`src/design/asu_pkg.sv`:
```
// Purpose: Shared constants, state and bus types for the async serial unit
// Assumes: One 40 MHz clock; the inter-die clock is the system clock
// Notes:   Register map is a small private map on a plain strobe port
package asu_pkg;
	// Register bus geometry
	localparam int ADDR_W = 3;
	localparam int DATA_W = 16;
	localparam int CTRL_W = 7;
	localparam int BAUD_W = 13;

	// Register offsets
	localparam logic [ADDR_W-1:0] OFF_CTRL = 3'h0;
	localparam logic [ADDR_W-1:0] OFF_BAUD = 3'h1;
	localparam logic [ADDR_W-1:0] OFF_STAT = 3'h2;
	localparam logic [ADDR_W-1:0] OFF_DATA = 3'h3;

	// Control field positions
	localparam int CB_TE   = 0;  // transmitter_enable
	localparam int CB_RE   = 1;  // receiver_enable
	localparam int CB_SBK  = 2;  // send_break_bit
	localparam int CB_LBRK = 3;  // long_break_select
	localparam int CB_NINE = 4;  // Nine data bits
	localparam int CB_TINV = 5;  // transmit_invert
	localparam int CB_RINV = 6;  // receive_invert

	// Status field positions
	localparam int SB_TRANSMIT_BUFFER_EMPTY_FLAG = 0;
	localparam int SB_TC   = 1;
	localparam int SB_RECEIVE_FULL_FLAG = 2;
	localparam int SB_OVR  = 3;
	localparam int SB_NF   = 4;
	localparam int SB_FE   = 5;

	// Reset values
	localparam logic [CTRL_W-1:0] CTRL_RST = 7'h00;
	localparam logic [BAUD_W-1:0] BAUD_RST = 13'h0001;

	// Baud chain: inter-die clock divided by four, then by the divisor
	localparam logic [1:0] PRE_LAST  = 2'h3;
	localparam logic [3:0] SUB_LAST  = 4'hF;
	localparam logic [4:0] SLOT_LAST = 5'h10;
	localparam logic [4:0] RT3       = 5'h03;
	localparam logic [4:0] RT5       = 5'h05;
	localparam logic [4:0] RT7       = 5'h07;
	localparam logic [4:0] RT8       = 5'h08;
	localparam logic [4:0] RT9       = 5'h09;
	localparam logic [4:0] RT10      = 5'h0A;

	// Frame and break lengths in bit times
	localparam logic [3:0] FRAME_8  = 4'hA;
	localparam logic [3:0] FRAME_9  = 4'hB;
	localparam logic [3:0] BRK_8    = 4'hA;
	localparam logic [3:0] BRK_9    = 4'hB;
	localparam logic [3:0] BRK_L8   = 4'hD;
	localparam logic [3:0] BRK_L9   = 4'hE;

	// Transmitter and receiver states, Gray except steps between REL and SHIFT and from DATA to HUNT
	typedef enum logic [1:0] {TX_REL = 2'b00, TX_IDLE = 2'b01, TX_SHIFT = 2'b11} asu_tx_type;
	typedef enum logic [1:0] {RX_HUNT = 2'b00, RX_START = 2'b01, RX_DATA = 2'b11} asu_rx_type;

	// Register bus request
	typedef struct packed {
		logic [ADDR_W-1:0] addr;
		logic [DATA_W-1:0] wdata;
		logic              wr;
		logic              rd;
	} asu_bus_type;

	// Whole block state
	typedef struct packed {
		logic [CTRL_W-1:0] ctrl;
		logic [BAUD_W-1:0] baud;
		logic [1:0]        pre_cnt;
		logic [BAUD_W-1:0] div_cnt;
		logic [3:0]        tx_sub;
		asu_tx_type        tx_st;
		logic [13:0]       tx_sh;
		logic [3:0]        tx_left;
		logic [8:0]        tx_buf;
		logic              transmit_buffer_empty_flag;
		logic              tc;
		logic              idle_q;
		logic              brk_q;
		logic              tx_line;
		logic              tx_oe;
		asu_rx_type        rx_st;
		logic [2:0]        hist;
		logic [4:0]        slot;
		logic [3:0]        rx_idx;
		logic [1:0]        smp;
		logic [8:0]        rx_sh;
		logic              rx_noise;
		logic [8:0]        rx_buf;
		logic              receive_full_flag;
		logic              ovr;
		logic              nf;
		logic              fe;
		logic              armed;
		logic [DATA_W-1:0] rd_data;
	} asu_state_type;

	localparam asu_state_type ST_RST = '{ctrl: CTRL_RST, baud: BAUD_RST, tx_st: TX_REL, rx_st: RX_HUNT,
		transmit_buffer_empty_flag: 1'b1, tc: 1'b1, tx_line: 1'b1, tx_sh: 14'h3FFF, default: '0};
endpackage

```
`src/design/asu_core.sv`:
```
// Purpose: Async NRZ serial transmitter and receiver with shared baud chain
// Assumes: rx_in and bus strobes are synchronous to sys_clk_in
// Notes:   Pin is released (oe low) only when all queued activity is done
//
// Decided for this implementation: the plain strobed port and the register offsets.
`timescale 1ns/1ps

// What this block does
// RULE1 - Baud chain runs from clock divided by four
// RULE2 - Output idles high; invert bit flips everything
// RULE3 - Enabling transmitter queues one idle preamble frame
// RULE4 - Shifter is ten bits, eleven in nine-bit
// RULE5 - Free shifter loads buffer, sets buffer-empty flag
// RULE6 - Nothing pending after stop: set complete, idle
// RULE7 - Pin held until queued work has finished
// RULE8 - Send-break queues break; held bit requeues
// RULE9 - Break lasts ten, eleven, thirteen, fourteen bits
// RULE10 - Enable toggle queues one idle character
// RULE11 - Receive invert; receiver runs only when enabled
// RULE12 - Frame: start zero, data LSB first, stop
// RULE13 - Stop received, buffer free: store, set full
// RULE14 - Buffer already full: overrun, drop character
// RULE15 - Full flag clears on status then data read
// RULE16 - Sixteen slots per bit; edge after three ones
// RULE17 - Start verified by two of three votes
// RULE18 - Bits resolved by majority of slots 8-10
// RULE19 - Verified start bit always counts as zero
// RULE20 - Any disagreeing sample sets noise flag
// RULE21 - Each falling edge after three ones resynchronises the slot counter
// RULE22 - Non-break framing error preloads three ones
// RULE23 - Framing error blocks buffer transfer, shifter runs
// RULE24 - Zero stop bit raises framing error flag
module asu_core (
	input  wire logic                 sys_clk_in,   // 40 MHz, also the inter-die clock
	input  wire logic                 sys_rst_in,   // Synchronous, active high
	input  wire asu_pkg::asu_bus_type bus_in,       // Register request
	input  wire logic                 rx_in,        // Serial receive line
	output logic [asu_pkg::DATA_W-1:0] rd_data_out, // Read data, cycle after the strobe
	output logic                      tx_out,       // Serial transmit line
	output logic                      tx_oe_out     // High while the block drives the pin
);
	asu_pkg::asu_state_type s;        // Registered state
	asu_pkg::asu_state_type n;        // Next state
	logic                   x16;      // 16x baud enable
	logic                   btick;    // Bit-time enable
	logic                   samp;     // Receive sample after inversion
	logic                   fall;     // Falling edge found
	logic                   adv;      // Advance to next received bit
	logic                   vote;     // Resolved bit level
	logic                   lvl;      // Level samples are checked against
	logic                   noise_now; // Noise including this bit
	logic                   ld_data;  // Data frame entered the shifter
	logic                   ld_brk;   // Break entered the shifter
	logic                   rx_done;  // Stop bit resolved
	logic                   brk_rx;   // Received frame was a break
	logic [8:0]             data9;    // Received data aligned to bit 0
	logic [3:0]             nbits;    // Data bits per frame

	// Two-of-three majority, shared by start check and bit resolve
	function automatic logic maj3(input logic a, input logic b, input logic c);
		maj3 = (a & b) | (a & c) | (b & c);
	endfunction

	// Break length from long-break and nine-bit selects
	function automatic logic [3:0] brk_len(input logic lng, input logic nine);
		if (lng) begin
			brk_len = nine ? asu_pkg::BRK_L9 : asu_pkg::BRK_L8;
		end else begin
			brk_len = nine ? asu_pkg::BRK_9 : asu_pkg::BRK_8;
		end
	endfunction

	// All next-state logic
	always_comb begin
		n = s;
		n.rd_data = '0;
		x16 = 1'b0;
		ld_data = 1'b0;
		ld_brk = 1'b0;
		rx_done = 1'b0;
		fall = 1'b0;
		adv = 1'b0;
		vote = 1'b0;
		lvl = 1'b0;
		noise_now = s.rx_noise;
		brk_rx = 1'b0;
		nbits = s.ctrl[asu_pkg::CB_NINE] ? 4'h9 : 4'h8;
		data9 = s.ctrl[asu_pkg::CB_NINE] ? s.rx_sh : {1'b0, s.rx_sh[8:1]};
		samp = rx_in ^ s.ctrl[asu_pkg::CB_RINV]; // [RULE11]

		// Prescale by four, then divisor; a zero divisor stops the chain
		n.pre_cnt = s.pre_cnt + 2'h1; // [RULE1]
		if (s.pre_cnt == asu_pkg::PRE_LAST) begin
			if (s.div_cnt + 13'h0001 >= s.baud) begin
				n.div_cnt = '0;
				x16 = (s.baud != '0);
			end else begin
				n.div_cnt = s.div_cnt + 13'h0001;
			end
		end
		// Same bit tick feeds the transmitter; receiver uses x16 directly
		if (x16) begin
			n.tx_sub = s.tx_sub + 4'h1;
		end
		btick = x16 && (s.tx_sub == asu_pkg::SUB_LAST);

		// Register writes; edge-triggered queue requests come from here
		if (bus_in.wr) begin
			if (bus_in.addr == asu_pkg::OFF_CTRL) begin
				n.ctrl = bus_in.wdata[asu_pkg::CTRL_W-1:0];
				if (bus_in.wdata[asu_pkg::CB_TE] && !s.ctrl[asu_pkg::CB_TE]) begin
					n.idle_q = 1'b1; // [RULE3] [RULE10]
				end
				if (bus_in.wdata[asu_pkg::CB_SBK] && !s.ctrl[asu_pkg::CB_SBK]) begin
					n.brk_q = 1'b1; // [RULE8]
				end
			end else if (bus_in.addr == asu_pkg::OFF_BAUD) begin
				n.baud = bus_in.wdata[asu_pkg::BAUD_W-1:0];
			end else if (bus_in.addr == asu_pkg::OFF_DATA) begin
				n.tx_buf = bus_in.wdata[8:0];
				n.transmit_buffer_empty_flag = 1'b0;
			end
		end

		// Register reads; status read arms the receive flag clear
		if (bus_in.rd) begin
			if (bus_in.addr == asu_pkg::OFF_CTRL) begin
				n.rd_data = {9'h000, s.ctrl};
			end else if (bus_in.addr == asu_pkg::OFF_BAUD) begin
				n.rd_data = {3'h0, s.baud};
			end else if (bus_in.addr == asu_pkg::OFF_STAT) begin
				n.rd_data[asu_pkg::SB_TRANSMIT_BUFFER_EMPTY_FLAG] = s.transmit_buffer_empty_flag;
				n.rd_data[asu_pkg::SB_TC] = s.tc;
				n.rd_data[asu_pkg::SB_RECEIVE_FULL_FLAG] = s.receive_full_flag;
				n.rd_data[asu_pkg::SB_OVR] = s.ovr;
				n.rd_data[asu_pkg::SB_NF] = s.nf;
				n.rd_data[asu_pkg::SB_FE] = s.fe;
				n.armed = s.receive_full_flag | s.ovr | s.nf | s.fe;
			end else if (bus_in.addr == asu_pkg::OFF_DATA) begin
				n.rd_data = {7'h00, s.rx_buf};
				if (s.armed) begin
					n.receive_full_flag = 1'b0; // [RULE15]
					n.ovr = 1'b0;
					n.nf = 1'b0;
					n.fe = 1'b0;
					n.armed = 1'b0;
				end
			end
		end

		// Transmitter: shift and load only on bit boundaries so loads align to baud
		if (btick) begin
			if (s.tx_st == asu_pkg::TX_SHIFT && s.tx_left != 4'h1) begin
				// Mid-frame: shift in idle ones behind the frame
				n.tx_sh = {1'b1, s.tx_sh[13:1]};
				n.tx_left = s.tx_left - 4'h1;
			end else if (n.idle_q) begin
				// Preamble or queued idle, one full frame of ones
				n.tx_sh = 14'h3FFF; // [RULE3] [RULE10]
				n.tx_left = s.ctrl[asu_pkg::CB_NINE] ? asu_pkg::FRAME_9 : asu_pkg::FRAME_8;
				n.idle_q = 1'b0;
				n.tx_st = asu_pkg::TX_SHIFT;
				n.tc = 1'b0;
			end else if (n.brk_q) begin
				// Break of all zeros; a held send-break queues another
				n.tx_sh = 14'h0000;
				n.tx_left = brk_len(s.ctrl[asu_pkg::CB_LBRK], s.ctrl[asu_pkg::CB_NINE]); // [RULE9]
				n.brk_q = n.ctrl[asu_pkg::CB_SBK]; // [RULE8]
				n.tx_st = asu_pkg::TX_SHIFT;
				n.tc = 1'b0;
				ld_brk = 1'b1;
			end else if (!n.transmit_buffer_empty_flag && s.ctrl[asu_pkg::CB_TE]) begin
				// Stop, data LSB first, start in bit 0 [RULE12]
				if (s.ctrl[asu_pkg::CB_NINE]) begin
					n.tx_sh = {3'h7, 1'b1, n.tx_buf, 1'b0}; // [RULE4]
					n.tx_left = asu_pkg::FRAME_9;
				end else begin
					n.tx_sh = {4'hF, 1'b1, n.tx_buf[7:0], 1'b0}; // [RULE4]
					n.tx_left = asu_pkg::FRAME_8;
				end
				n.transmit_buffer_empty_flag = 1'b1; // [RULE5]
				n.tx_st = asu_pkg::TX_SHIFT;
				n.tc = 1'b0;
				ld_data = 1'b1;
			end else begin
				// Nothing left: complete, and release only when disabled
				if (s.tx_st == asu_pkg::TX_SHIFT) begin
					n.tc = 1'b1; // [RULE6]
				end
				n.tx_sh = 14'h3FFF;
				n.tx_left = 4'h0;
				// Next control value, so an enable written on this tick keeps the pin
				n.tx_st = n.ctrl[asu_pkg::CB_TE] ? asu_pkg::TX_IDLE : asu_pkg::TX_REL; // [RULE7]
			end
		end else if (s.tx_st == asu_pkg::TX_REL && n.ctrl[asu_pkg::CB_TE]) begin
			// Take the pin at once; the preamble starts at the next bit
			n.tx_st = asu_pkg::TX_IDLE;
		end

		// Receiver, clocked by the 16x enable
		if (!s.ctrl[asu_pkg::CB_RE]) begin
			// Disabled: forget history so a fresh edge needs three ones
			n.rx_st = asu_pkg::RX_HUNT; // [RULE11]
			n.hist = 3'h0;
		end else if (x16) begin
			fall = (s.hist == 3'h7) && !samp; // [RULE16]
			n.hist = {s.hist[1:0], samp};
			// A falling edge after three ones restarts the slot count at the boundary
			// The falling sample is RT1 itself, so the following tick is RT2
			if (fall) begin
				n.slot = 5'h02; // [RULE21]
			end else begin
				n.slot = (s.slot == asu_pkg::SLOT_LAST) ? 5'h01 : s.slot + 5'h01;
			end
			adv = (s.slot == asu_pkg::SLOT_LAST) || (fall && s.slot > asu_pkg::RT10);
			vote = maj3(s.smp[1], s.smp[0], samp);
			if (s.rx_st == asu_pkg::RX_HUNT) begin
				if (fall) begin
					n.rx_st = asu_pkg::RX_START;
					n.rx_noise = 1'b0;
					n.rx_idx = 4'h0;
				end
			end else begin
				// Keep the two earlier samples of each vote
				if (s.slot == asu_pkg::RT3 || s.slot == asu_pkg::RT5 ||
					s.slot == asu_pkg::RT8 || s.slot == asu_pkg::RT9) begin
					n.smp = {s.smp[0], samp};
				end
				if (s.rx_st == asu_pkg::RX_START && s.slot == asu_pkg::RT7) begin
					if (vote) begin
						n.rx_st = asu_pkg::RX_HUNT; // [RULE17]
					end else begin
						n.rx_noise = s.rx_noise | (s.smp != 2'h0) | samp; // [RULE20]
					end
				end
				if (s.slot == asu_pkg::RT10) begin
					// Start is zero by definition once verified
					lvl = (s.rx_st == asu_pkg::RX_START) ? 1'b0 : vote; // [RULE18] [RULE19]
					noise_now = s.rx_noise | ({s.smp, samp} != {3{lvl}}); // [RULE20]
					n.rx_noise = noise_now;
					if (s.rx_st == asu_pkg::RX_DATA && s.rx_idx <= nbits) begin
						n.rx_sh = {lvl, s.rx_sh[8:1]}; // [RULE12]
					end else if (s.rx_st == asu_pkg::RX_DATA) begin
						rx_done = 1'b1;
						n.rx_st = asu_pkg::RX_HUNT;
						brk_rx = (data9 == 9'h000) && !lvl;
						if (!lvl && !brk_rx) begin
							n.hist = 3'h7; // [RULE22]
						end
						// Set wins over a same-cycle clear: test the next values
						if (n.fe) begin
							n.ovr = s.ovr; // [RULE23]
						end else if (n.receive_full_flag) begin
							n.ovr = 1'b1; // [RULE14]
						end else begin
							n.rx_buf = data9; // [RULE13]
							n.receive_full_flag = 1'b1;
							n.nf = noise_now; // [RULE20]
							n.fe = !lvl; // [RULE24]
						end
					end
				end
				if (adv && n.rx_st != asu_pkg::RX_HUNT) begin
					n.rx_idx = s.rx_idx + 4'h1;
					n.rx_st = asu_pkg::RX_DATA;
				end
			end
		end

		// Pin level: idle ones when not shifting, then polarity
		n.tx_line = ((n.tx_st == asu_pkg::TX_SHIFT) ? n.tx_sh[0] : 1'b1) ^ n.ctrl[asu_pkg::CB_TINV]; // [RULE2]
		n.tx_oe = (n.tx_st != asu_pkg::TX_REL); // [RULE7]
	end

	// State register
	always_ff @(posedge sys_clk_in) begin
		if (sys_rst_in) begin
			s <= asu_pkg::ST_RST;
		end else begin
			s <= n;
		end
	end

	// Outputs straight from flip-flops
	assign rd_data_out = s.rd_data;
	assign tx_out = s.tx_line;
	assign tx_oe_out = s.tx_oe;
endmodule

```
`config.mk`:
```
export PLATFORM = sky130hd
export DESIGN_NAME = asu_core
export DESIGN_NICKNAME = d
export VERILOG_FILES = /design/src/design/asu_pkg.sv /design/src/design/asu_core.sv
export SDC_FILE = /design/constraint.sdc
export NUM_CORES = 1
export LEC_CHECK = 0
export BUFFER_PORTS_ARGS = -buffer_cell sky130_fd_sc_hd__buf_4
export CAP_MARGIN = 20
export CORE_MARGIN = 2
export CORE_UTILIZATION = 50
export DETAILED_ROUTE_END_ITERATION = 6
export MAX_ROUTING_LAYER = met4
export PLACE_DENSITY = 0.73
export REMOVE_ABC_BUFFERS = 1
export SLEW_MARGIN = 20
export SYNTH_ARGS = -nofsm -noshare
export SYNTH_HDL_FRONTEND = slang
export SYNTH_SLANG_ARGS = --single-unit
```
`constraint.sdc`:
```
create_clock -name sys_clk_in -period 3.91 [get_ports sys_clk_in]
set_input_delay 0.782 -clock sys_clk_in [delete_from_list [all_inputs] [get_ports sys_clk_in]]
set_output_delay 0.782 -clock sys_clk_in [all_outputs]
set_load 0.1 [all_outputs]
```
# Word level (Yosys, flattened, before mapping)
# Cells that the tools add are included.
# Widths: inputs -> output; s select.
# word_totals
regBits	130
out_inout_bits	18
# classes
n_eq_ne	22
mux	88
order_cmp	3
reduce_logical	50
n_bitwise	22
addsub	6
# op_table
op	n
$mux 10	7
$mux 13	5
$mux 20	3
$mux 5	12
$mux 21	2
$mux 4	9
$mux 16	2
$mux 14	2
$mux 2	13
$mux 1	25
$mux 19	1
$mux 18	1
$eq 5x4->1 const B	3
$add 13x1->13 const B	1
$ge 13x13->1	1
$logic_and 1x1->1	13
$reduce_bool 13->1	1
$mux 6	2
$reduce_and 4->1	3
$eq 5x3->1 const B	2
$reduce_and 5->1	2
$reduce_bool 2->1	5
$logic_not 9->1	1
$mux 3	3
other kinds (36)	72

# Depth between registers and ports, before layout
# Gate-level depths: netlist (run 1).
# logic_depth
word_depth	20
depth_mapped	16
depth_no_buf	14

# Worst setup path before layout (run 1)
# OpenSTA, ideal clock, no wires.
# synth_timing
path_type	flip-flop to flip-flop
start	register s[95] (netlist bit)
end	register s, in the netlist tx_out
stages_incl_launch_ff	16
setup_ns	0.127
path_slack_ns	0.540
t_arrival_ns	3.243
period_less_slack_ns	3.370
cell_sequence	dfxtp_1 > ha_1 > nand3_1 > nor2_1 > and3_1 > nand3_1 > xnor2_1 > ha_1 > nand4_1 > nor3_1 > o21ai_1 > a21o_1 > buf_2 > mux2_2 > o21a_1 > or3_1
# synth_via
elab_chain_len	9
elab_cells_between_ends	10
cone_classes	1 x add/sub; 1 x order compare; 1 x eq/ne; 5 x mux; 1 x bitwise; 1 x reduce/logical
# synth_lines
item	line	text
start: declaration	asu_core.sv:42	asu_pkg::asu_state_type s;
start signal: assignment	asu_core.sv:278	s <= asu_pkg::ST_RST;
start signal: assignment	asu_core.sv:280	s <= n;
$add 13x1->13 (*)	asu_core.sv:94	if (s.div_cnt + 13'h0001 >= s.baud) begin
$ge 13x13->1 (*)	asu_core.sv:94	
$mux 1 (*)	asu_core.sv:94	
$mux 1 (*)	asu_core.sv:93	if (s.pre_cnt == asu_pkg::PRE_LAST) begin
$logic_and 1x1->1 (*)	asu_core.sv:105	btick = x16 && (s.tx_sub == asu_pkg::SUB_LAST);
$mux 2	asu_core.sv:152	if (btick) begin
$eq 2x2->1	asu_core.sv:271	n.tx_line = ((n.tx_st == asu_pkg::TX_SHIFT) ? n.tx_sh[0] : 1'b1) ^ n.ctrl[asu_pkg::CB_TINV];
$mux 1 (*)	asu_core.sv:271	
$xor 1x1->1 (*)	asu_core.sv:271	
# Mark *: on every way between the ends. The rest lies on a longest branch, timed or not.
# A chain may end at the register's enable or synchronous reset.

# Final worst setup path (run 1)
# layout_timing
start	register s[95] (netlist bit)
end	register s[21] (netlist bit)
# layout_via
elab_chain_len	5
# layout_lines
item	line
$add 13x1->13	asu_core.sv:94
$ge 13x13->1	asu_core.sv:94
$mux 1	asu_core.sv:94
$mux 1	asu_core.sv:93
$reduce_and 8->1 (no line)	--
# No other way between the ends.

==> results.tsv, run 1 <==
stage	metric	value	unit
cells_and_area	Final #Nets	824	
global_route	Overflow after GRT	0	
synthesis	EDFF count, synth	0	
synthesis	top-count cell post-synth	dfxtp_1	
route	Post-DRT Antenna Nets	0	
cells_and_area	ratio of cells with drive above 1 in the final layout	12.7	%
synthesis	Synth area leader	dfxtp_1	
min_path	Hold Crit Class	reg2reg	
setup_path	Startpoint Class	flip-flop	
min_path	Hold Path Stages	1	
global_route	vias in the first global route	5035	
global_route	GRT Total Usage	23.0	%
synthesis	area share of and/or/nand/nor cells after synthesis	20.9	%
clock_network	later-pin clock latency in the skew report	0.42	ns
global_route	antenna violations before repair	0	
synthesis	Synth cell types	61	
die	die width	117	µm
sta	clock skew	0.00706	ns
status	run status	completed	
cells_and_area	post-layout util	58.5	%
synthesis	Synth Register Bits	127	
job	# Max-Cap Violations	0	
setup_path	CP Max Fanout	7	
clock_network	H-tree lvl count	4	
synthesis	gate count of the mapped netlist	760	
synthesis	Post-Synth Adder-Cell Area	5.07	%
synthesis	post-synthesis sequential area ratio	39.9	%
synthesis	Ys Warns	0	
place	DP Wirelength	10.3	mm
power_and_ir_drop	Final Power	3.14	mW
synthesis	asr flop ratio synth	0	%
die	I/O pins	42	
clock_network	maximum clock insertion buffer count	2	
die	Core ar.	0.0125	mm²
sta	fmax	280	MHz
die	die footprint	0.0137	mm²
clock_network	# clock sinks	127	
setup_path	Reg2Reg Depth	14	
route	Vias	5467	
setup_path	flop-to-flop setup slack	0.34	ns
synthesis	Post-Syn Area per Cell	8.38	µm²
die	Vert. Die Dim	117	µm
sta	RSZ-0062 raised after global routing	false	
route	total wire length after detailed routing	14.6	mm
synthesis	Yosys top cell area share	39.9	%
route	Pre-antenna DRT Iters	5	
synthesis	Cell Area, Synth	0.00637	mm²
place	gpl congestion	0.879	
sta	Final Max Tran Viols	0	
sta	slew margin rel.	52.2	%
setup_path	reg2reg start	s[95]	
clock_network	CTS tree	built	
cells_and_area	n_diodes	0	
setup_path	Crit Path Class	reg2reg	
synthesis	Synth Area in Compound Gates	16.9	%
place	placed inst area	0.00667	mm²
sta	Final min period	3.57	ns
setup_path	CP Capture Type	flip-flop	
global_route	largest net degree at the start of global routing	52	
route	drt wl/cell	15.2	µm
sta	Final period util	91.2	%
sta	TNS Setup	0	ns
clock_network	Root Driver	clkbuf_16	
setup_path	crit path DAT	3.85	ns
power_and_ir_drop	VDD IR-drop max	0.000315	V
setup_path	CP required	4.19	ns
synthesis	ys flop type	dfxtp_1	
cells_and_area	Syn-to-layout area delta	15.1	%
place	Placed Instances	928	
synthesis	post-synthesis mux area share	8.65	%
route	Detailed Route Iter0 Violations	425	
synthesis	post-synthesis share of cell area spent on xor and xnor gates	2.34	%
sta	final hold viol count	0	
die	initial core utilization	50.9	%
power_and_ir_drop	Power Dens Cells	429	mW/mm²
cells_and_area	final instance area	0.00732	mm²
route	residual DRC count	0	
sta	slew at the pin closest to its max-slew limit	0.714	ns
cells_and_area	Post-Layout Cell Count	958	
die	FP Rows	41	
global_route	first-pass GRT wire length	23.9	mm
sta	Finish-stage setup viols	0	
power_and_ir_drop	Leak	2.85	nW
place	IO buf count	35	
clock_network	number of CTS-inserted buffers	17	
route	DR vias/cell	5.71	
min_path	Hold Startpoint	s[108]	
synthesis	largest family of logic cells by synthesized area	simple AND/OR/NAND/NOR gates	
synthesis	dominant cells by area after synthesis	dfxtp_1 40%, mux2i_1 7.2%, nor2_1 6.1%	
clock_network	clock-pin transition on the worst setup and hold timing paths	0.05	ns
synthesis	Synth top cells by count	127 x dfxtp_1, 104 x nor2_1, 71 x nand2_1	
setup_path	critical path startpoint	s[95]	
[cells by family (layout without fill, tap and decap cells)]
| group | count (synthesis) | after routing |
|---|---|---|
| xor+xnor | 17 | 17 |
| buf+inv | 83 | 107 |
| mux | 54 | 54 |
| fa+ha+maj | 26 | 26 |
| simple gates | 284 | 284 |
| flops | 127 | 127 |
| other cells | 1 | 3 |
| compound gates | 168 | 168 |
[final timing paths]
kind                                to
worst max-delay path             s[21]
worst min-delay path            s[108]
worst max register to register   s[21]
worst min register to register  s[108]
[layout make-up]
type,instances,area [µm²]
Sequential cell,127,2540
Multi-Input combinational cell,552,3470
Clock buffer,24,492
Tap cell,172,215
Timing Repair Buffer,49,372
Inverter,28,105
Fill cell,1097,5190
Clock inverter,6,130
[registers in the layout, summed over array words and instances (netlist names)]
signal and cells:
tx_out 1, rd_data_out 13, s 112, tx_oe_out 1
[metal layers]
metal | track usage [%] | up-vias | share of wire, %
met5 | - | - | 0
met4 | 7.76 | 0 | 1.2
met3 | 5.97 | 22 | 6.2
met2 | 36.6 | 169 | 48
met1 | 28.5 | 2594 | 44
li1 | - | 2682 | -
[timing repair]
item,in CTS,in global routing
buffers inserted,0,0
setup endpoints to repair,0,40
hold buffers,0,0
resized for setup,0,8
[where the power goes]
group | total, mW | internal [mW] | switching (mW)
clock | 1.66 | 1.12 | 0.539
combinational | 0.163 | 0.0529 | 0.110
sequential | 1.32 | 1.31 | 0.00930
[per-stage QoR]
stage / setup WS [ns] / hold WS [ns]
2_1_floorplan: -0.0942 / 0.395
4_1_cts: 0.0837 / 0.428
5_1_grt: 0.0102 / 0.447
3_3_place_gp: 0.274 / 0.408
6_report: 0.344 / 0.422
3_5_place_dp: 0.125 / 0.420
[cells in the final DEF, fill, tap and decap left out, types with 9 or more instances in the layout]
| cell type | n |
|---|---|
| a211o_1 | 13 |
| a21oi_1 | 65 |
| buf_4 | 48 |
| clkbuf_16 | 17 |
| dfxtp_1 | 127 |
| ha_1 | 24 |
| inv_1 | 27 |
| mux2i_1 | 46 |
| nand2_1 | 71 |
| nand2b_1 | 10 |
| nand3_1 | 20 |
| nand4_1 | 9 |
| nor2_1 | 103 |
| nor3_1 | 21 |
| o21a_1 | 9 |
| o21ai_0 | 21 |
| xnor2_1 | 9 |
[critical path: stages (launching register included)]
cell and delay, ns:
dfxtp_1 0.45, ha_4 0.21, nand3_1 0.13, nor2_2 0.17
and3_1 0.24, nand3_1 0.11, xnor2_1 0.16, ha_1 0.32
nand4_1 0.16, o21ai_0 0.43, o211a_2 0.37, nand3_2 0.20
buf_4 0.25, mux2i_1 0.16, nor2_1 0.06
Note: power is estimated with default switching activity, not from simulation.
==> run 2: changes to the inputs <==
- clock period: 3.91 -> 4.15 ns (I/O delays scaled with it)
==> run 2 against run 1 <==
Net effect: worst setup slack worse by 0.058 ns; clock-buffer cell count down 3; fmax down 7.7%; design area about the same; register-to-register slack worse by 0.06 ns; sequential share of layout area about the same; wire length up 3.3%; clock skew up 0.0036 ns; cell count up 0.10%; largest power group unchanged; highest routed layer unchanged.
==> results.tsv, run 2 (synthesis gave the netlist of run 1 again) <==
stage	metric	value	unit	change
power_and_ir_drop	sw frac	21.4	%	+0.50 points
setup_path	CP required	4.51	ns	+0.32 ns
clock_network	Root Driver	clkbuf_16		
cells_and_area	Final #Nets	823		-0.12%
sta	clock skew	0.0106	ns	+0.00357 ns
route	Pre-antenna DRT Iters	7		+2
power_and_ir_drop	Gate power share	5.1	%	about the same
sta	Finish-stage setup viols	0		unchanged
sta	final hold viol count	0		unchanged
cells_and_area	commonest non-fill, non-tap cells in the layout	127 x dfxtp_1, 104 x nor2_1, 71 x nand2_1, 65 x a21oi_1, 48 x buf_4		
power_and_ir_drop	sequential share of power	41.0	%	-0.9 points
sta	Final period util	93.1	%	+1.9 points
sta	TNS Setup	0	ns	unchanged
die	FP Rows	41		unchanged
route	Detailed Route Iter0 Violations	432		+1.6%
clock_network	hold buffers post-CTS	0		unchanged
job	# Max-Cap Violations	0		unchanged
die	I/O pins	42		unchanged
global_route	GRT Total Usage	23.6	%	+0.65 points
global_route	first-pass GRT wire length	24.7	mm	+3.4%
sta	slew margin rel.	48.4	%	-3.7 points
die	Core ar.	0.0125	mm²	unchanged
clock_network	later-pin clock latency in the skew report	0.42	ns	about the same
die	die footprint	0.0137	mm²	unchanged
setup_path	Crit Path Class	reg2reg		
cells_and_area	max reg flops	112		unchanged
min_path	Hold Crit Class	reg2reg		
status	run status	completed		
place	IO buf count	35		unchanged
cells_and_area	Top reg by flops	s		
setup_path	Startpoint Class	flip-flop		
clock_network	H-tree lvl count	4		unchanged
setup_path	crit path DAT	4.23	ns	+0.38 ns
route	Vias	5471		+0.073%
place	gpl congestion	0.859		-2.3%
place	Place WS	0.269	ns	+0.143 ns
die	die width	117	µm	unchanged
sta	slew at the pin closest to its max-slew limit	0.770	ns	+0.0555 ns
die	Vert. Die Dim	117	µm	unchanged
cells_and_area	Post-Layout Cell Count	959		+0.10%
sta	final worst setup slack	0.285	ns	-0.0584 ns
setup_path	CP Capture Type	flip-flop		
sta	fmax	259	MHz	-7.7%
clock_network	# clock sinks	127		unchanged
power_and_ir_drop	Leak	2.85	nW	+0.14%
cells_and_area	n_diodes	0		unchanged
route	DR vias/cell	5.70		about the same
place	DP Wirelength	10.3	mm	+0.31%
die	initial core utilization	50.9	%	unchanged
cells_and_area	Syn-to-layout area delta	15.0	%	about the same
clock_network	clock-pin transition on the worst setup and hold timing paths	0.06	ns	about the same
sta	Final Max Tran Viols	0		unchanged
power_and_ir_drop	Power Dens Cells	413	mW/mm²	-3.8%
clock_network	maximum clock insertion buffer count	2		unchanged
route	drt wl/cell	15.7	µm	+3.2%
route	residual DRC count	0		unchanged
cells_and_area	ratio of cells with drive above 1 in the final layout	12.7	%	-0.016 points
power_and_ir_drop	internal power	2.37	mW	-4.5%
route	total wire length after detailed routing	15.0	mm	+3.3%
sta	RSZ-0062 raised after global routing	false		
setup_path	CP Max Fanout	12		+5
power_and_ir_drop	clock power share	53.8	%	+0.9 points
clock_network	number of CTS-inserted buffers	17		unchanged
sta	Final min period	3.86	ns	+0.298 ns
global_route	largest net degree at the start of global routing	65		+25%
place	Placed Instances	927		-0.11%
power_and_ir_drop	net switching power	0.648	mW	-1.6%
clock_network	CTS tree	built		
global_route	Overflow after GRT	0		unchanged
cells_and_area	commonest non-fill, non-tap cell in the layout	dfxtp_1		
power_and_ir_drop	VDD IR-drop max	0.000237	V	-25%
global_route	antenna violations before repair	0		unchanged
global_route	vias in the first global route	5256		+4.4%
clock_network	Post-CTS Setup Inserts	0		unchanged
route	Post-DRT Antenna Nets	0		unchanged
==> run 2: changes by cell type in the layout (fill, tap and decap cells not counted), sizes merged <==
cell | previous run | this run
bufinv | 4 | 5
clkinvlp | 0 | 1
clkbuf | 24 | 21
clkinv | 2 | 5
buf | 49 | 48
==> run 2: timing repair <==
action | in CTS | in global routing
resized for setup | 0 | 4
endpoints found under the setup margin | 0 | 21
hold endpoints to repair | 0 | 0
==> run 2: layout make-up <==
type	count	area (µm²)
clock buffers	21	460
clock inverters	11	186
fillers	1134	5200
inverters	28	105
multi-input cells	552	3450
flip-flops and latches	127	2540
well taps	172	215
repair buffers	48	360
==> run 2: worst paths after layout <==
path / cells after the start / from / slack [ns] / endpoint
setup / recovery: 16 / s[95] / 0.29 / s[79]
hold / removal: 1 / s[108] / 0.45 / s[108]
setup reg to reg: 16 / s[95] / 0.29 / s[79]
hold reg to reg: 1 / s[108] / 0.45 / s[108]
==> run 2: power groups by stage <==
| stage | Clock [mW] | Combinational [mW] | Sequential (mW) |
|---|---|---|---|
| 6_report | 1.63 | 0.155 | 1.24 |
| 5_1_grt | 1.70 | 0.168 | 1.24 |
| 4_1_cts | 1.64 | 0.153 | 1.24 |
| 3_5_place_dp | 0 | 0.151 | 1.27 |
| 3_3_place_gp | 0 | 0.147 | 1.27 |
| 2_1_floorplan | 0 | 0.0757 | 1.27 |
==> run 2: layer usage <==
metal / vias to the layer above / track usage [%] / wire length (µm)
met5: - / - / 0
met1: 2587 / 28.9 / 6660
met3: 33 / 5.46 / 795
li1: 2675 / - / -
met4: 0 / 8.39 / 335
met2: 176 / 38.4 / 7240
==> run 2: critical path: stages (launching register included) <==
cell and delay [ns]:
dfxtp_1 0.44, ha_2 0.30, nand3_1 0.14, nor2_1 0.21, and3_1 0.27, nand3_1 0.13
xnor2_1 0.17, ha_1 0.32, nand4_1 0.16, nor3_1 0.31, o21ai_1 0.21, a21oi_2 0.27
buf_4 0.24, nand2_1 0.15, a21oi_1 0.18, buf_4 0.18, a211o_1 0.13
==> run 2: through the flow <==
stage	hold WS (ns)	total power, mW	utilization, %	instance area, µm²
floorplan	0.395	1.35	-	6090
global placement	0.408	1.41	53.2	6660
detailed placement	0.435	1.42	53.2	6660
CTS	0.443	3.04	58.4	7310
global route	0.455	3.10	58.5	7320
finish	0.447	3.02	58.5	7320
